<file path="src/verilog/ais_pkg.sv">
// package: register map, field layout and reset values for input selection
package ais_pkg;
  // register word offsets (byte addresses, one aligned word each)
  localparam logic [4:0] OFS_CH0_SEL = 5'h00;
  localparam logic [4:0] OFS_SCAN_HI = 5'h04;
  localparam logic [4:0] OFS_SCAN_LO = 5'h08;
  localparam logic [4:0] OFS_PIN_DIGITAL_MODE_BITS_HI = 5'h0C;
  localparam logic [4:0] OFS_PIN_DIGITAL_MODE_BITS_LO = 5'h10;
  localparam logic [4:0] OFS_CTRL = 5'h14;
  localparam logic [4:0] OFS_PIN_DIGITAL_MODE_BITS_LO2 = 5'h18;
  localparam logic [4:0] OFS_STATUS = 5'h1C;
  // channel 0 select field positions
  localparam int POS_SA_LSB = 0;
  localparam int POS_NA = 7;
  localparam int POS_SB_LSB = 8;
  localparam int POS_NB = 15;
  // writable bits of channel 0 select; 14:13 and 6:5 stay zero
  localparam logic [15:0] CH0_WMASK = 16'h9F9F;
  // control register bit positions
  localparam int POS_ALTERNATE_SLOT_SELECT = 0;
  localparam int POS_SCAN = 1;
  localparam int POS_OFF = 2;
  localparam int POS_STEP = 3;
  // reset values
  localparam logic [15:0] RST16 = 16'h0000;
  localparam logic [4:0] SEL_ZERO = 5'h00;
  // second converter only reaches inputs up to this index
  localparam logic [4:0] SECOND_MAX = 5'h0F;
  // negative input encodings
  localparam logic NEG_REF = 1'b0;
endpackage : ais_pkg

</file>
<file path="src/verilog/ais_input_select.sv">
// converter input selection, scan mask and pin configuration registers
`timescale 1ns/1ps
// Contract
// - slot A negative: 1 input one, 0 reference
// - slot B negative bit fifteen, same encoding
// - slot A positive field selects input n
// - slot B positive field bits 12-8
// - second converter positive limited to 0-15
// - unused select bits ignore writes, read zero
// - upper scan bit i includes input 16+i
// - lower scan bit i includes input i
// - all scan bits writable regardless of part
// - missing scanned input converts negative reference
// - config bit 1: digital, read enabled, ground
// - config bit 0: analog, read off, sample
// - missing pin config bits stored, no effect
// - module off forces all pins digital
// - both lower configs affect shared pins
// - second converter has no upper config
// - upper config bit i controls input 16+i
// - slot A scan steps through scan mask
// - alternate mode switches A then B
module ais_input_select #(
  parameter int NINPUTS = 32,
  parameter logic [31:0] PRESENT = 32'hFFFFFFFF,
  parameter bit SECOND = 1'b0
) (
  // clock and reset
  input wire logic clk,
  input wire logic resetn,
  // avalon-mm slave
  input wire logic [4:0] avs_address,
  input wire logic avs_read,
  input wire logic avs_write,
  input wire logic [31:0] avs_writedata,
  input wire logic [3:0] avs_byteenable,
  output logic [31:0] avs_readdata,
  output logic avs_waitrequest,
  // sample pulse from conversion sequencer
  input wire logic sample_done,
  // converter input multiplexer
  output logic [4:0] ch0_pos_sel_q,
  output logic ch0_neg_sel_q,
  output logic ch0_pos_is_ref_q,
  // pin mode outputs
  output logic [31:0] pin_digital_q,
  output logic [31:0] port_read_en_q,
  output logic [31:0] mux_to_ground_q
);
  // register storage
  logic [15:0] ch0_q;
  logic [15:0] scan_hi_q;
  logic [15:0] scan_lo_q;
  logic [15:0] pin_digital_mode_bits_hi_q;
  logic [15:0] pin_digital_mode_bits_lo_q;
  logic [15:0] pin_digital_mode_bits_lo2_q; // other converter's lower config mirror
  logic [3:0] ctrl_q;
  // sequencing state
  logic slot_b_q; // alternate slot pointer
  logic [4:0] scan_pos_q; // current scanned input
  logic ack_q; // one wait cycle then accept
  // derived
  logic [31:0] scan_mask;
  logic [31:0] pin_digital_mode_bits_all;
  logic [31:0] pin_dig;
  logic [4:0] scan_nxt;
  logic scan_any;
  logic [15:0] wmask;
  logic [31:0] rdata;
  logic req;
  logic wr_go;

  // assemble full-width masks from the half registers
  assign scan_mask = {scan_hi_q, scan_lo_q};
  // second converter has no upper config storage
  assign pin_digital_mode_bits_all = SECOND ? {16'h0000, pin_digital_mode_bits_lo_q} :
                    {pin_digital_mode_bits_hi_q, pin_digital_mode_bits_lo_q};
  assign req = avs_read | avs_write;
  assign wr_go = avs_write & ack_q;
  // byte lanes mapped onto the 16-bit registers
  assign wmask = {{8{avs_byteenable[1]}}, {8{avs_byteenable[0]}}};

  // next scan position search
  ais_scan_next #(.N(32)) u_scan (
    .mask(scan_mask),
    .cur(scan_pos_q),
    .nxt(scan_nxt),
    .any(scan_any)
  );

  // pin mode decision
  ais_pin_mode #(.N(32), .NSHARED(16)) u_pins (
    .cfg(pin_digital_mode_bits_all),
    .cfg2(pin_digital_mode_bits_lo2_q),
    .present(PRESENT),
    .off(ctrl_q[ais_pkg::POS_OFF]),
    .digital(pin_dig)
  );

  // bus handshake: waitrequest high on the first request cycle, low next
  always_ff @(posedge clk) begin
    if (!resetn) begin
      ack_q <= 1'b0;
    end else begin
      ack_q <= req & ~ack_q;
    end
  end

  // waitrequest registered: low only in the accepting cycle
  always_ff @(posedge clk) begin
    if (!resetn) begin
      avs_waitrequest <= 1'b1;
    end else begin
      avs_waitrequest <= ~(req & ~ack_q);
    end
  end

  // channel 0 select register; reserved bits masked on write
  always_ff @(posedge clk) begin
    if (!resetn) begin
      ch0_q <= ais_pkg::RST16;
    end else if (wr_go && avs_address == ais_pkg::OFS_CH0_SEL) begin
      ch0_q <= (ch0_q & ~wmask) |
               (avs_writedata[15:0] & wmask & ais_pkg::CH0_WMASK);
    end
  end

  // scan include registers, every bit writable on every part
  always_ff @(posedge clk) begin
    if (!resetn) begin
      scan_hi_q <= ais_pkg::RST16;
      scan_lo_q <= ais_pkg::RST16;
    end else if (wr_go) begin
      if (avs_address == ais_pkg::OFS_SCAN_HI) begin
        scan_hi_q <= (scan_hi_q & ~wmask) |
                     (avs_writedata[15:0] & wmask);
      end
      if (avs_address == ais_pkg::OFS_SCAN_LO) begin
        scan_lo_q <= (scan_lo_q & ~wmask) |
                     (avs_writedata[15:0] & wmask);
      end
    end
  end

  // pin config registers; bits of missing pins still stored
  always_ff @(posedge clk) begin
    if (!resetn) begin
      pin_digital_mode_bits_hi_q <= ais_pkg::RST16;
      pin_digital_mode_bits_lo_q <= ais_pkg::RST16;
      pin_digital_mode_bits_lo2_q <= ais_pkg::RST16;
    end else if (wr_go) begin
      if (avs_address == ais_pkg::OFS_PIN_DIGITAL_MODE_BITS_HI && !SECOND) begin
        pin_digital_mode_bits_hi_q <= (pin_digital_mode_bits_hi_q & ~wmask) |
                     (avs_writedata[15:0] & wmask);
      end
      if (avs_address == ais_pkg::OFS_PIN_DIGITAL_MODE_BITS_LO) begin
        pin_digital_mode_bits_lo_q <= (pin_digital_mode_bits_lo_q & ~wmask) |
                     (avs_writedata[15:0] & wmask);
      end
      if (avs_address == ais_pkg::OFS_PIN_DIGITAL_MODE_BITS_LO2) begin
        pin_digital_mode_bits_lo2_q <= (pin_digital_mode_bits_lo2_q & ~wmask) |
                      (avs_writedata[15:0] & wmask);
      end
    end
  end

  // control bits: alternate, scan enable, module off, manual step
  always_ff @(posedge clk) begin
    if (!resetn) begin
      ctrl_q <= 4'h0;
    end else if (wr_go && avs_address == ais_pkg::OFS_CTRL
                 && avs_byteenable[0]) begin
      ctrl_q <= avs_writedata[3:0];
    end else begin
      ctrl_q[ais_pkg::POS_STEP] <= 1'b0; // step is self-clearing
    end
  end

  // read mux; unmapped addresses return zero
  always_comb begin
    rdata = 32'h00000000;
    unique case (avs_address)
      ais_pkg::OFS_CH0_SEL: rdata[15:0] = ch0_q;
      ais_pkg::OFS_SCAN_HI: rdata[15:0] = scan_hi_q;
      ais_pkg::OFS_SCAN_LO: rdata[15:0] = scan_lo_q;
      // second converter reads zero where the upper config would be
      ais_pkg::OFS_PIN_DIGITAL_MODE_BITS_HI: rdata[15:0] = SECOND ? 16'h0000 : pin_digital_mode_bits_hi_q;
      ais_pkg::OFS_PIN_DIGITAL_MODE_BITS_LO: rdata[15:0] = pin_digital_mode_bits_lo_q;
      ais_pkg::OFS_CTRL: rdata[3:0] = {1'b0, ctrl_q[2:0]};
      ais_pkg::OFS_PIN_DIGITAL_MODE_BITS_LO2: rdata[15:0] = pin_digital_mode_bits_lo2_q;
      ais_pkg::OFS_STATUS: rdata[5:0] = {slot_b_q, scan_pos_q};
      default: rdata = 32'h00000000;
    endcase
  end

  // read data registered in the wait cycle, held through the accept cycle
  always_ff @(posedge clk) begin
    if (!resetn) begin
      avs_readdata <= 32'h00000000;
    end else if (req && !ack_q) begin
      avs_readdata <= rdata;
    end
  end

  // alternate slot pointer toggles per sample only in alternate mode
  always_ff @(posedge clk) begin
    if (!resetn) begin
      slot_b_q <= 1'b0;
    end else if (!ctrl_q[ais_pkg::POS_ALTERNATE_SLOT_SELECT]) begin
      slot_b_q <= 1'b0;
    end else if (sample_done || ctrl_q[ais_pkg::POS_STEP]) begin
      slot_b_q <= ~slot_b_q;
    end
  end

  // scan position advances after each slot A sample, ascending with wrap
  always_ff @(posedge clk) begin
    if (!resetn) begin
      scan_pos_q <= ais_pkg::SEL_ZERO;
    end else if (!ctrl_q[ais_pkg::POS_SCAN]) begin
      // restart from the lowest included input when scanning resumes, or from input 31 if it is included
      scan_pos_q <= 5'h1F;
    end else if ((sample_done || ctrl_q[ais_pkg::POS_STEP]) && !slot_b_q
                 && scan_any) begin
      scan_pos_q <= scan_nxt;
    end else if (scan_any && !scan_mask[scan_pos_q]) begin
      // mask changed under us: move onto an included input
      scan_pos_q <= scan_nxt;
    end
  end

  // channel 0 multiplexer selection
  always_ff @(posedge clk) begin
    logic [4:0] pos;
    logic neg;
    if (!resetn) begin
      ch0_pos_sel_q <= ais_pkg::SEL_ZERO;
      ch0_neg_sel_q <= ais_pkg::NEG_REF;
      ch0_pos_is_ref_q <= 1'b0;
    end else begin
      if (slot_b_q) begin
        pos = ch0_q[ais_pkg::POS_SB_LSB +: 5];
        neg = ch0_q[ais_pkg::POS_NB];
      end else if (ctrl_q[ais_pkg::POS_SCAN] && scan_any) begin
        pos = scan_pos_q;
        neg = ch0_q[ais_pkg::POS_NA];
      end else begin
        pos = ch0_q[ais_pkg::POS_SA_LSB +: 5];
        neg = ch0_q[ais_pkg::POS_NA];
      end
      if (SECOND && pos > ais_pkg::SECOND_MAX) begin
        pos = {1'b0, pos[3:0]};
      end
      ch0_pos_sel_q <= pos;
      ch0_neg_sel_q <= neg;
      // a missing input converts the negative reference
      ch0_pos_is_ref_q <= ~PRESENT[pos];
    end
  end

  // pin outputs: digital enables read and grounds mux, analog the reverse
  always_ff @(posedge clk) begin
    if (!resetn) begin
      pin_digital_q <= 32'hFFFFFFFF;
      port_read_en_q <= 32'hFFFFFFFF;
      mux_to_ground_q <= 32'hFFFFFFFF;
    end else begin
      pin_digital_q <= pin_dig;
      port_read_en_q <= pin_dig;
      mux_to_ground_q <= pin_dig;
    end
  end
endmodule : ais_input_select

</file>
<file path="src/verilog/ais_scan_next.sv">
// next scanned input: lowest included index above the current one, wrapping
`timescale 1ns/1ps
module ais_scan_next #(
  parameter int N = 32
) (
  // scan mask and current position
  input wire logic [N-1:0] mask,
  input wire logic [4:0] cur,
  // result
  output logic [4:0] nxt,
  output logic any
);
  // search the upper part first, fall back to the lowest set bit
  always_comb begin
    logic found_hi;
    logic found_lo;
    found_hi = 1'b0;
    found_lo = 1'b0;
    nxt = cur;
    any = |mask;
    for (int i = N - 1; i >= 0; i--) begin
      if (mask[i] && (5'(i) > cur)) begin
        nxt = 5'(i);
        found_hi = 1'b1;
      end
    end
    if (!found_hi) begin
      for (int i = N - 1; i >= 0; i--) begin
        if (mask[i]) begin
          nxt = 5'(i);
          found_lo = 1'b1;
        end
      end
    end
    if (!found_lo && !found_hi) begin
      nxt = cur;
    end
  end
endmodule : ais_scan_next

</file>
<file path="src/verilog/ais_pin_mode.sv">
// per-pin analog/digital decision from both converters' configuration
`timescale 1ns/1ps
module ais_pin_mode #(
  parameter int N = 32,
  parameter int NSHARED = 16
) (
  // configuration inputs
  input wire logic [N-1:0] cfg,
  input wire logic [NSHARED-1:0] cfg2,
  input wire logic [N-1:0] present,
  input wire logic off,
  // per-pin digital mode
  output logic [N-1:0] digital
);
  // one decision per pin
  genvar g;
  generate
    for (g = 0; g < N; g++) begin : g_pin
      if (g < NSHARED) begin : g_sh
        // either converter forcing digital wins on shared pins
        assign digital[g] = off | ~present[g] | cfg[g] | cfg2[g];
      end else begin : g_hi
        assign digital[g] = off | ~present[g] | cfg[g];
      end
    end
  endgenerate
endmodule : ais_pin_mode

</file>
<file path="config.mk">
export PLATFORM = sky130hd
export DESIGN_NAME = ais_input_select
export DESIGN_NICKNAME = d
export VERILOG_FILES = /design/src/verilog/ais_pkg.sv /design/src/verilog/ais_input_select.sv /design/src/verilog/ais_scan_next.sv /design/src/verilog/ais_pin_mode.sv
export SDC_FILE = /design/constraint.sdc
export NUM_CORES = 1
export LEC_CHECK = 0
export BUFFER_PORTS_ARGS = -buffer_cell sky130_fd_sc_hd__buf_2
export CAP_MARGIN = 20
export CORE_MARGIN = 1.5
export CORE_UTILIZATION = 59
export DETAILED_ROUTE_END_ITERATION = 6
export PLACE_DENSITY = 0.84
export SLEW_MARGIN = 40
export SYNTH_ARGS = -nofsm -noshare
export SYNTH_HDL_FRONTEND = slang
export SYNTH_SLANG_ARGS = --single-unit
</file>
<file path="constraint.sdc">
create_clock -name clk -period 5.6 [get_ports clk]
set_input_delay 1.4 -clock clk [delete_from_list [all_inputs] [get_ports clk]]
set_output_delay 1.4 -clock clk [all_outputs]
set_load 0.05 [all_outputs]
</file>
After elaboration in Yosys (flattened, before gate mapping)
Memory sizes are Yosys's and may differ from the RTL's. Cells that the tools add are included.

Register bits: 163. Bits in read-only memories: 32. Memories kept: 1.

Memory list: (no name shown) (words 32, bits a word 1, rd ports 1, clocked after Yosys merged registers in 0, write ports 0, RTL line ais_input_select.sv:257) `ch0_pos_is_ref_q <= ~PRESENT[pos];`.

Order comparisons: 34. Equality and inequality tests: 8. Multiplexer cells: 144. Bitwise operators: 69. Reduce and logical (&&, ||, !) cells: 56.

Operator list (count): 2-to-1 mux 5 bit (72); bitwise AND 16 bit (7); bitwise OR 16 bit (6); > comparator 5 bit, first input constant (16); 2-to-1 mux 1 bit (68); one-hot mux 10 bit (6 select lines) (1); bitwise OR 1 bit (49); logical AND 1 bit (41); > comparator 4 x 5 -> 1 bit, first input constant (8); one-hot mux 4 bit (8 select lines) (1); OR reduction 32 bit (1); == test 5 bit, second input constant (4); > comparator 3 x 5 -> 1 bit, first input constant (4); NOT 16 bit (1); one-hot mux 2 bit (7 select lines) (1); AND reduction 2 bit (7); less-than comparator 5 x 6 -> 1 bit, second input constant (2); == test 5 x 4 -> 1 bit, second input constant (2); > comparator 1 x 5 -> 1 bit, first input constant (2); > comparator 2 x 5 -> 1 bit, first input constant (2); binary-select mux 1 bit (select 5 bit) (1); == test 5 x 3 -> 1 bit, second input constant (1); zero test 1 bit (5); zero test 5 bit (1); other kinds (4) (8).

Depth between registers and ports, before layout
Gate-level depths: netlist of run 1.

Depth in word-level cells: 71. Gate-level depth with buffers: 10. Gate-level depth less buffers: 7.

By module
Synthesis of run 1 repeated with hierarchy kept, for this count alone.

Cell total of the unflattened synthesis: 1113. Area, all modules: 9049.9 sq um.

By module, submodules not included: ais_input_select (instances 1, cells an instance 834, area an instance 7184.4 sq um, sequential area each 3243.1 sq um); ais_scan_next (instances 1, cells an instance 244, area an instance 1551.5 sq um, sequential area each 0.0 sq um); ais_pin_mode (instances 1, cells an instance 35, area an instance 314.1 sq um, sequential area each 0.0 sq um).

Least setup slack after synthesis of run 1
OpenSTA, ideal clock, no wires.

Kind: in2reg. Start: input port avs_address[0]. End: register with a tool-made name. Arrival: 3.072 ns. Required time: 5.530 ns. Slack: 2.457 ns. Cell stages on the path: 6. Path buffers: 2. Path through: nand2b_1 > nor4b_1 > clkbuf_1 > buf_1 > nand3_1 > a21oi_1.

RTL lines: start, declared (RTL line ais_input_select.sv:32) `input wire logic [4:0] avs_address,`.

Final worst setup path of run 1
Start: register scan_pos_q[1]. End: register scan_pos_q[1].

Longest elaborated chain between the ends: 71. Elaborated cells between the ends (all ways): 174. Those cells by class: order compare: 32; eq/ne: 1; mux: 104; reduce/logical: 37.

Ends and longest elaborated chain: start, declared (RTL line ais_input_select.sv:60) `logic [4:0] scan_pos_q;`; start signal, assigned (RTL line ais_input_select.sv:219) `scan_pos_q <= ais_pkg::SEL_ZERO;`; start signal, assigned (RTL line ais_input_select.sv:225) `scan_pos_q <= scan_nxt;`; start signal, assigned (RTL line ais_input_select.sv:228) `scan_pos_q <= scan_nxt;`; > comparator 5 bit (RTL line ais_scan_next.sv:22) `if (mask[i] && (5'(i) > cur)) begin`; logical AND 1 bit (RTL line ais_scan_next.sv:22); 2-to-1 mux 5 bit (32 in a row) (RTL line ais_scan_next.sv:22); 2-to-1 mux 5 bit (32 in a row) (RTL line ais_scan_next.sv:29) `if (mask[i]) begin`; 2-to-1 mux 5 bit (RTL line ais_scan_next.sv:27) `if (!found_hi) begin`; 2-to-1 mux 5 bit (RTL line ais_scan_next.sv:35) `if (!found_lo && !found_hi) begin`; 2-to-1 mux 5 bit (RTL line ais_input_select.sv:226) `end else if (scan_any && !scan_mask[scan_pos_q]) begin`; 2-to-1 mux 5 bit (RTL line ais_input_select.sv:223) `end else if ((sample_done || ctrl_q[ais_pkg::POS_STEP]) && !slot_b_q`; 2-to-1 mux 5 bit (RTL line ais_input_select.sv:220) `end else if (!ctrl_q[ais_pkg::POS_SCAN]) begin`.

Parallel ways exist; a longest one is shown, timed or not. The select of a mux whose other input is x is not followed. A chain may end at the register's enable or synchronous reset.

==> results.json, run 1 <==
{
  "fin_nets": 1131,
  "ant_nets": 0,
  "p_leak_nw": 3.688,
  "synthMuxAreaShare_pct": 5.114,
  "hold_slack_ns": 0.4527,
  "reg2reg_from": "scan_pos_q[1]$_SDFFE_PN0P_",
  "cts_resized": 0,
  "drtPass1Iterations": 6,
  "drc": 0,
  "end_kind": "flop",
  "cp.required_ns": 5.94,
  "via_per_inst": 6.474,
  "clock-root-buffer": "clkbuf_16",
  "ir_drop_mv": 0.2298,
  "post_cts_buffers": 0,
  "setup_ws_ns": 2.129,
  "cts-buffers-inserted": 17,
  "cts_buffer_depth": 2,
  "p_int_w": 0.001947,
  "utilization_pct": 66.68,
  "startpoint_type": "flop",
  "power.net_switching_w": 0.0007502,
  "switching_share_pct": 27.81,
  "hold_viol": 0,
  "synth_top_family_by_area": "simple AND/OR/NAND/NOR gates",
  "period_share_pct": 61.99,
  "dieArea_um2": 14990,
  "grt_overflow": 0,
  "placed_area_um2": 8656,
  "grt_usage_pct": 34.15,
  "yosys_most_used_dff": "dfxtp_1",
  "grt_max_degree": 106,
  "synth_adder_area_share_pct": 0,
  "min_to": "avs_readdata[5]$_SDFFE_PN0P_",
  "cts_tree": "yes",
  "r2r_end": "scan_pos_q[1]$_SDFFE_PN0P_",
  "worstPathArrival_ns": 3.81,
  "vias": 8274,
  "slew_headroom_pct": 44.35,
  "portBuffers": 146,
  "clk_pin_slew_ns": 0.06,
  "cts.sinks": 162,
  "dp_hpwl_mm": 17.21,
  "cts_hold_buf": 0,
  "syn-cell-area_um2": 8416,
  "ys_types": 67,
  "yosys_warnings": 0,
  "fmax_mhz": 288.1,
  "crit_type": "reg -> reg",
  "status": "completed",
  "gp_congestion": 0.9646,
  "htreeDepth": 4,
  "async_flop_share_pct": 0,
  "start_util_pct": 60.63,
  "die_height_um": 122.4,
  "synth_cells": 1050,
  "synth_most_common_cell": "nand2_1",
  "clk_latency_ns": 0.43,
  "rsz0062_at_grt": "false",
  "final_cell_area_um2": 9255,
  "dpl_worst_slack_ns": 2.157,
  "fp-row-count": 43,
  "synthSimpleGateAreaFrac_pct": 23.92,
  "grt_pass1_wl_mm": 39.49,
  "area_growth_pct": 9.976,
  "pwr-share-seq_pct": 44.1,
  "io_pins": 182,
  "antenna_found_initial": 0,
  "synth_xor_area_share_pct": 0,
  "layout-drive-gt1-share_pct": 21.95,
  "die_x_um": 122.4,
  "insertedDiodeCount": 0,
  "ff2ff_setup_slack_ns": 2.13,
  "synth.area.top_cells": "dfxtp_1 (39%), nand2_1 (7.5%), buf_4 (7.4%)",
  "tightestPinTransition_ns": 0.8317,
  "yosys-top-cells-count": "nand2_1 (169), dfxtp_1 (162), a21oi_1 (110)",
  "cp_max_fo": 19,
  "yosysTopAreaCell": "dfxtp_1",
  "r2r_cells": 8,
  "comb_power_share_pct": 12.0,
  "hold_depth": 1,
  "synth_top_cell_area_share_pct": 38.54,
  "synth_edf_count": 0,
  "wirelength_mm": 25.49,
  "skew_ns": 0.01002,
  "synth-seq-cells": 162,
  "wl_per_cell_um": 19.94,
  "maxSlewViolCount": 0,
  "syn-mean-instance-area_um2": 8.015,
  "worstHoldStart": "avs_readdata[5]$_SDFFE_PN0P_",
  "cap_viol_max_count": 0,
  "tns_ns": 0,
  "powerDensity_nw_per_um2": 291.4,
  "synth-compound-area-share_pct": 20.53,
  "worstHoldPathType": "reg -> reg",
  "drt_iter0_markers": 1104,
  "seq_area_frac_synth_pct": 38.54,
  "core_area_um2": 13880,
  "setup_violations": 0,
  "p_clk_share_pct": 43.9,
  "finalCriticalPeriod_ns": 3.471,
  "grt_pass1_vias": 7394,
  "num-fill-cells": 1153
}
-- metrics by stage --
| stage | power [W] | cells |
|---|---|---|
| 2_1_floorplan | 0.001490 | 1066 |
| 3_3_place_gp | 0.001530 | 1246 |
| 3_5_place_dp | 0.001533 | 1246 |
| 4_1_cts | 0.002697 | 1278 |
| 5_1_grt | 0.002772 | 1278 |
| 6_report | 0.002697 | 1278 |
-- layout by cell type, fill, tap and decap left out, drive strengths merged, types with 7 or more instances in the layout --
cell type	synthesis	final
nor4	16	16
mux2i	10	10
mux2	9	9
or2	19	19
nand2	169	169
a31oi	11	11
clkbuf	62	20
or3	21	21
a221oi	14	14
mux4	9	9
a22oi	34	34
buf	101	163
conb	1	17
nand3	93	93
dfxtp	162	162
inv	11	15
o21ai	28	28
nor3	11	11
a22o	10	10
nor2b	11	11
and3	7	7
nand2b	13	13
a21oi	112	112
nor2	36	36
-- how the worst max path moves through the flow --
stage / startpoint / endpoint / depth (start not counted)
finish: scan_pos_q[1]$_SDFFE_PN0P_ / scan_pos_q[1]$_SDFFE_PN0P_ / 8
global route: scan_pos_q[1]$_SDFFE_PN0P_ / scan_pos_q[1]$_SDFFE_PN0P_ / 8
CTS: scan_pos_q[1]$_SDFFE_PN0P_ / scan_pos_q[1]$_SDFFE_PN0P_ / 8
detailed placement: avs_address[4] / flop / 7
global placement: scan_pos_q[2]$_SDFFE_PN0P_ / scan_pos_q[1]$_SDFFE_PN0P_ / 7
floorplan: avs_address[0] / flop / 6
-- cell families after synthesis --
family,count (synthesis)
other,1
AO/OA/AOI/OAI,267
flip-flops,162
multiplexers,28
AND/OR/NAND/NOR,417
buffers and inverters,175
-- cell type report --
| type | instances | area [um2] | share of cell area (%) |
|---|---|---|---|
| clock inverter | 12 | 152.6 | 1.649 |
| multi-input combinational | 729 | 4278 | 46.22 |
| inverter | 12 | 45.04 | 0.4867 |
| timing repair buffer | 163 | 862.1 | 9.315 |
| clock buffer | 20 | 446.7 | 4.826 |
| tap | 180 | 225.2 | 2.433 |
| sequential | 162 | 3246 | 35.07 |
-- power groups by stage --
stage          logic, W  clock network [W]  registers (W)
3_5_place_dp   0.000320                  0        0.00121
3_3_place_gp   0.000318                  0        0.00121
2_1_floorplan  0.000240                  0        0.00125
5_1_grt        0.000337            0.00124        0.00119
6_report       0.000325            0.00118        0.00119
4_1_cts        0.000321            0.00119        0.00119
-- worst max-delay path, cell delays in order, from the launching register on --
cell	delay [ns]
dfxtp_1	0.84
buf_4	0.37
a211oi_1	0.13
a211oi_1	0.53
nand2b_1	0.22
nor4_4	0.50
nand2_1	0.20
a311o_1	0.38
a41oi_1	0.22
-- metal layers --
layer,part of all wire [%],wire (um),GRT usage (%),vias up
met5,0,0,0,-
met4,4.1,1057,16.86,0
li1,-,-,-,3746
met1,39,9944,44.59,3813
met2,46,11680,53.95,618
met3,11,2808,6.877,97
Note: power is estimated with default switching activity, not from simulation.
==> run 2, diff against run 1 <==
- ABC_AREA: not set -> 1
- CORE_UTILIZATION: 59 -> 49
- PLACE_DENSITY: 0.84 -> 0.74
- clock period: 5.6 -> 3.1 ns (I/O delays scaled with it)
==> results.json, run 2 <==
{
  "grt_max_degree": 86,
  "placedCellCount": 1478,
  "grt_pass1_wl_mm": 37.85,
  "die_x_um": 130.4,
  "end_kind": "flop",
  "worstHoldPathType": "reg -> reg",
  "stdcell_count": 1511,
  "ant_nets": 0,
  "pwr-share-seq_pct": 42.9,
  "area_growth_pct": 21.49,
  "utilization_pct": 60.79,
  "start_util_pct": 50.04,
  "yosys_most_used_dff": "dfxtp_1",
  "comb_power_share_pct": 13.8,
  "cts_tree": "yes",
  "cp_slowest_cell": "dfxtp_4",
  "reg2reg_from": "scan_pos_q[4]$_SDFFE_PN0P_",
  "powerDensity_nw_per_um2": 515.3,
  "drtPass1Iterations": 7,
  "period_share_pct": 126.4,
  "cp-startpoint": "scan_pos_q[4]$_SDFFE_PN0P_",
  "core_area_um2": 15890,
  "layout-drive-gt1-share_pct": 23.24,
  "hold_depth": 2,
  "drt_iter0_markers": 949,
  "htreeDepth": 4,
  "clk_pin_slew_ns": 0.06,
  "regArea_um2": 3259,
  "clk_latency_ns": 0.43,
  "setup_violations": 2,
  "gp_congestion": 1.016,
  "tightestPinTransition_ns": 0.7566,
  "cap_viol_max_count": 0,
  "crit_type": "reg -> reg",
  "synth-seq-cells": 162,
  "synth_cells": 1126,
  "portBuffers": 146,
  "power.net_switching_w": 0.001465,
  "antenna_found_initial": 0,
  "hold_slack_ns": 0.4458,
  "yosys_warnings": 0,
  "async_flop_share_pct": 0,
  "syn-mean-instance-area_um2": 7.059,
  "violations": "design-rule violations, negative setup slack",
  "rsz0062_at_grt": "true",
  "dieArea_um2": 17000,
  "cp_top_family": "simple AND/OR/NAND/NOR gates",
  "cp_max_fo": 7,
  "yosys-top-cells-count": "dfxtp_1 (162), nand2_1 (160), inv_1 (153)",
  "setup_ws_ns": -0.8174,
  "p_clk_share_pct": 43.3,
  "wl_per_cell_um": 16.77,
  "seq_area_frac_synth_pct": 40.80,
  "r2r_cells": 63,
  "finalCriticalPeriod_ns": 3.917,
  "synth_top_cell_area_share_pct": 40.80,
  "syn-cell-area_um2": 7949,
  "switching_share_pct": 29.44,
  "cp.required_ns": 3.42,
  "via_per_inst": 5.353,
  "synth_edf_count": 0,
  "p_int_w": 0.003511,
  "crit_cells": 63,
  "vias": 8088,
  "insertedDiodeCount": 0,
  "fp-row-count": 46,
  "slew_headroom_pct": 49.56,
  "maxSlewViolCount": 0,
  "cp_slowest_stage_delay_ns": 0.39,
  "fin_nets": 1329,
  "wirelength_mm": 25.33,
  "cp.buffers_inverters": 0,
  "cts.sinks": 162,
  "cts-buffers-inserted": 17,
  "startpoint_type": "flop",
  "grt_pass1_vias": 7157,
  "fmax_mhz": 255.3,
  "multiInputGateArea_um2": 3425,
  "layout_common_cells": "nand2_1 (157), dfxtp_1 (157), inv_1 (153)",
  "cp_common_cell": "nand2_1",
  "grt_overflow": 0,
  "die_height_um": 130.4,
  "worstPathArrival_ns": 4.24,
  "status": "finished, violations left",
  "io_pins": 182,
  "skew_ns": 0.006746,
  "synth_most_common_cell": "dfxtp_1",
  "synth.area.top_cells": "dfxtp_1 (41%), buf_4 (7.8%), o21ai_0 (7.6%)",
  "clock-root-buffer": "clkbuf_16",
  "drc": 4,
  "dp_hpwl_mm": 19.13,
  "num-fill-cells": 1496,
  "grt_usage_pct": 29.77,
  "ir_drop_mv": 0.4420,
  "cts_buffer_depth": 2,
  "p_leak_nw": 4.335,
  "ys_types": 36,
  "cts_hold_buf": 0,
  "yosysTopAreaCell": "dfxtp_1",
  "worstHoldStart": "ch0_q[6]$_SDFFE_PN0P_",
  "hold_viol": 0
}
[run 2: final timing paths]
check	slack, ns	end
worst max-delay path	-0.82	scan_pos_q[0]$_SDFFE_PN0P_
worst min-delay path	0.45	ch0_q[6]$_SDFFE_PN0P_
worst max register to register	-0.82	scan_pos_q[0]$_SDFFE_PN0P_
worst min register to register	0.45	ch0_q[6]$_SDFFE_PN0P_
[run 2: what timing repair did]
action | 4_1_cts | 5_1_grt
buffers inserted | 2 | 0
resized for setup | 17 | 7
hold endpoints to repair | 0 | 0
endpoints found under the setup margin | 2 | 3
pin swaps | 1 | 2
[run 2: layout make-up]
type | count | area share [%]
Clock buffer | 19 | 4.690
Clock inverter | 12 | 1.555
Inverter | 159 | 6.206
Multi-Input combinational cell | 695 | 35.46
Sequential cell | 162 | 33.75
Tap cell | 216 | 2.799
Timing Repair Buffer | 248 | 15.54
[run 2: worst register-to-register path: cells and delay by family (launching register included)]
family             cells  cell delay (ns)
and+or+nand+nor       62             3.34
DFF                    1             0.39
AOI/OAI and AO/OA      1             0.05
[run 2: per-layer routing]
| layer | GRT usage (%) | routed length (um) | vias up |
|---|---|---|---|
| met5 | 0 | 0 | - |
| met4 | 11.96 | 843 | 0 |
| met3 | 6.437 | 2299 | 67 |
| met2 | 47.89 | 11610 | 412 |
| met1 | 38.96 | 10580 | 3635 |
| li1 | - | - | 3974 |
[run 2: logic make-up (layout without fill, tap and decap cells)]
| group | count (synthesis) | in the layout | share of synthesized area, % |
|---|---|---|---|
| compound gates | 315 | 315 | 22.64 |
| simple gates | 363 | 363 | 18.95 |
| buf+inv | 285 | 438 | 17.57 |
| flops | 162 | 162 | 40.80 |
| other cells | 1 | 17 | 0.04718 |
[run 2: per-stage QoR]
step	total power, W	worst slack [ns]	setup TNS [ns]	instance area [um2]
floorplan	0.002737	-0.3233	-0.3233	8015
global placement	0.002847	-0.8024	-1.536	8966
detailed placement	0.002849	-0.8589	-1.562	8966
CTS	0.004978	-0.7343	-1.397	9624
global route	0.005125	-1.409	-2.509	9657
finish	0.004976	-0.8174	-1.597	9657
[run 2: power by group through the flow]
stage          Clock (W)  Sequential (W)  Combinational (W)
2_1_floorplan          0         0.00227           0.000472
3_3_place_gp           0         0.00218           0.000667
3_5_place_dp           0         0.00218           0.000668
4_1_cts          0.00217         0.00213           0.000675
5_1_grt          0.00225         0.00214           0.000730
6_report         0.00216         0.00213           0.000685
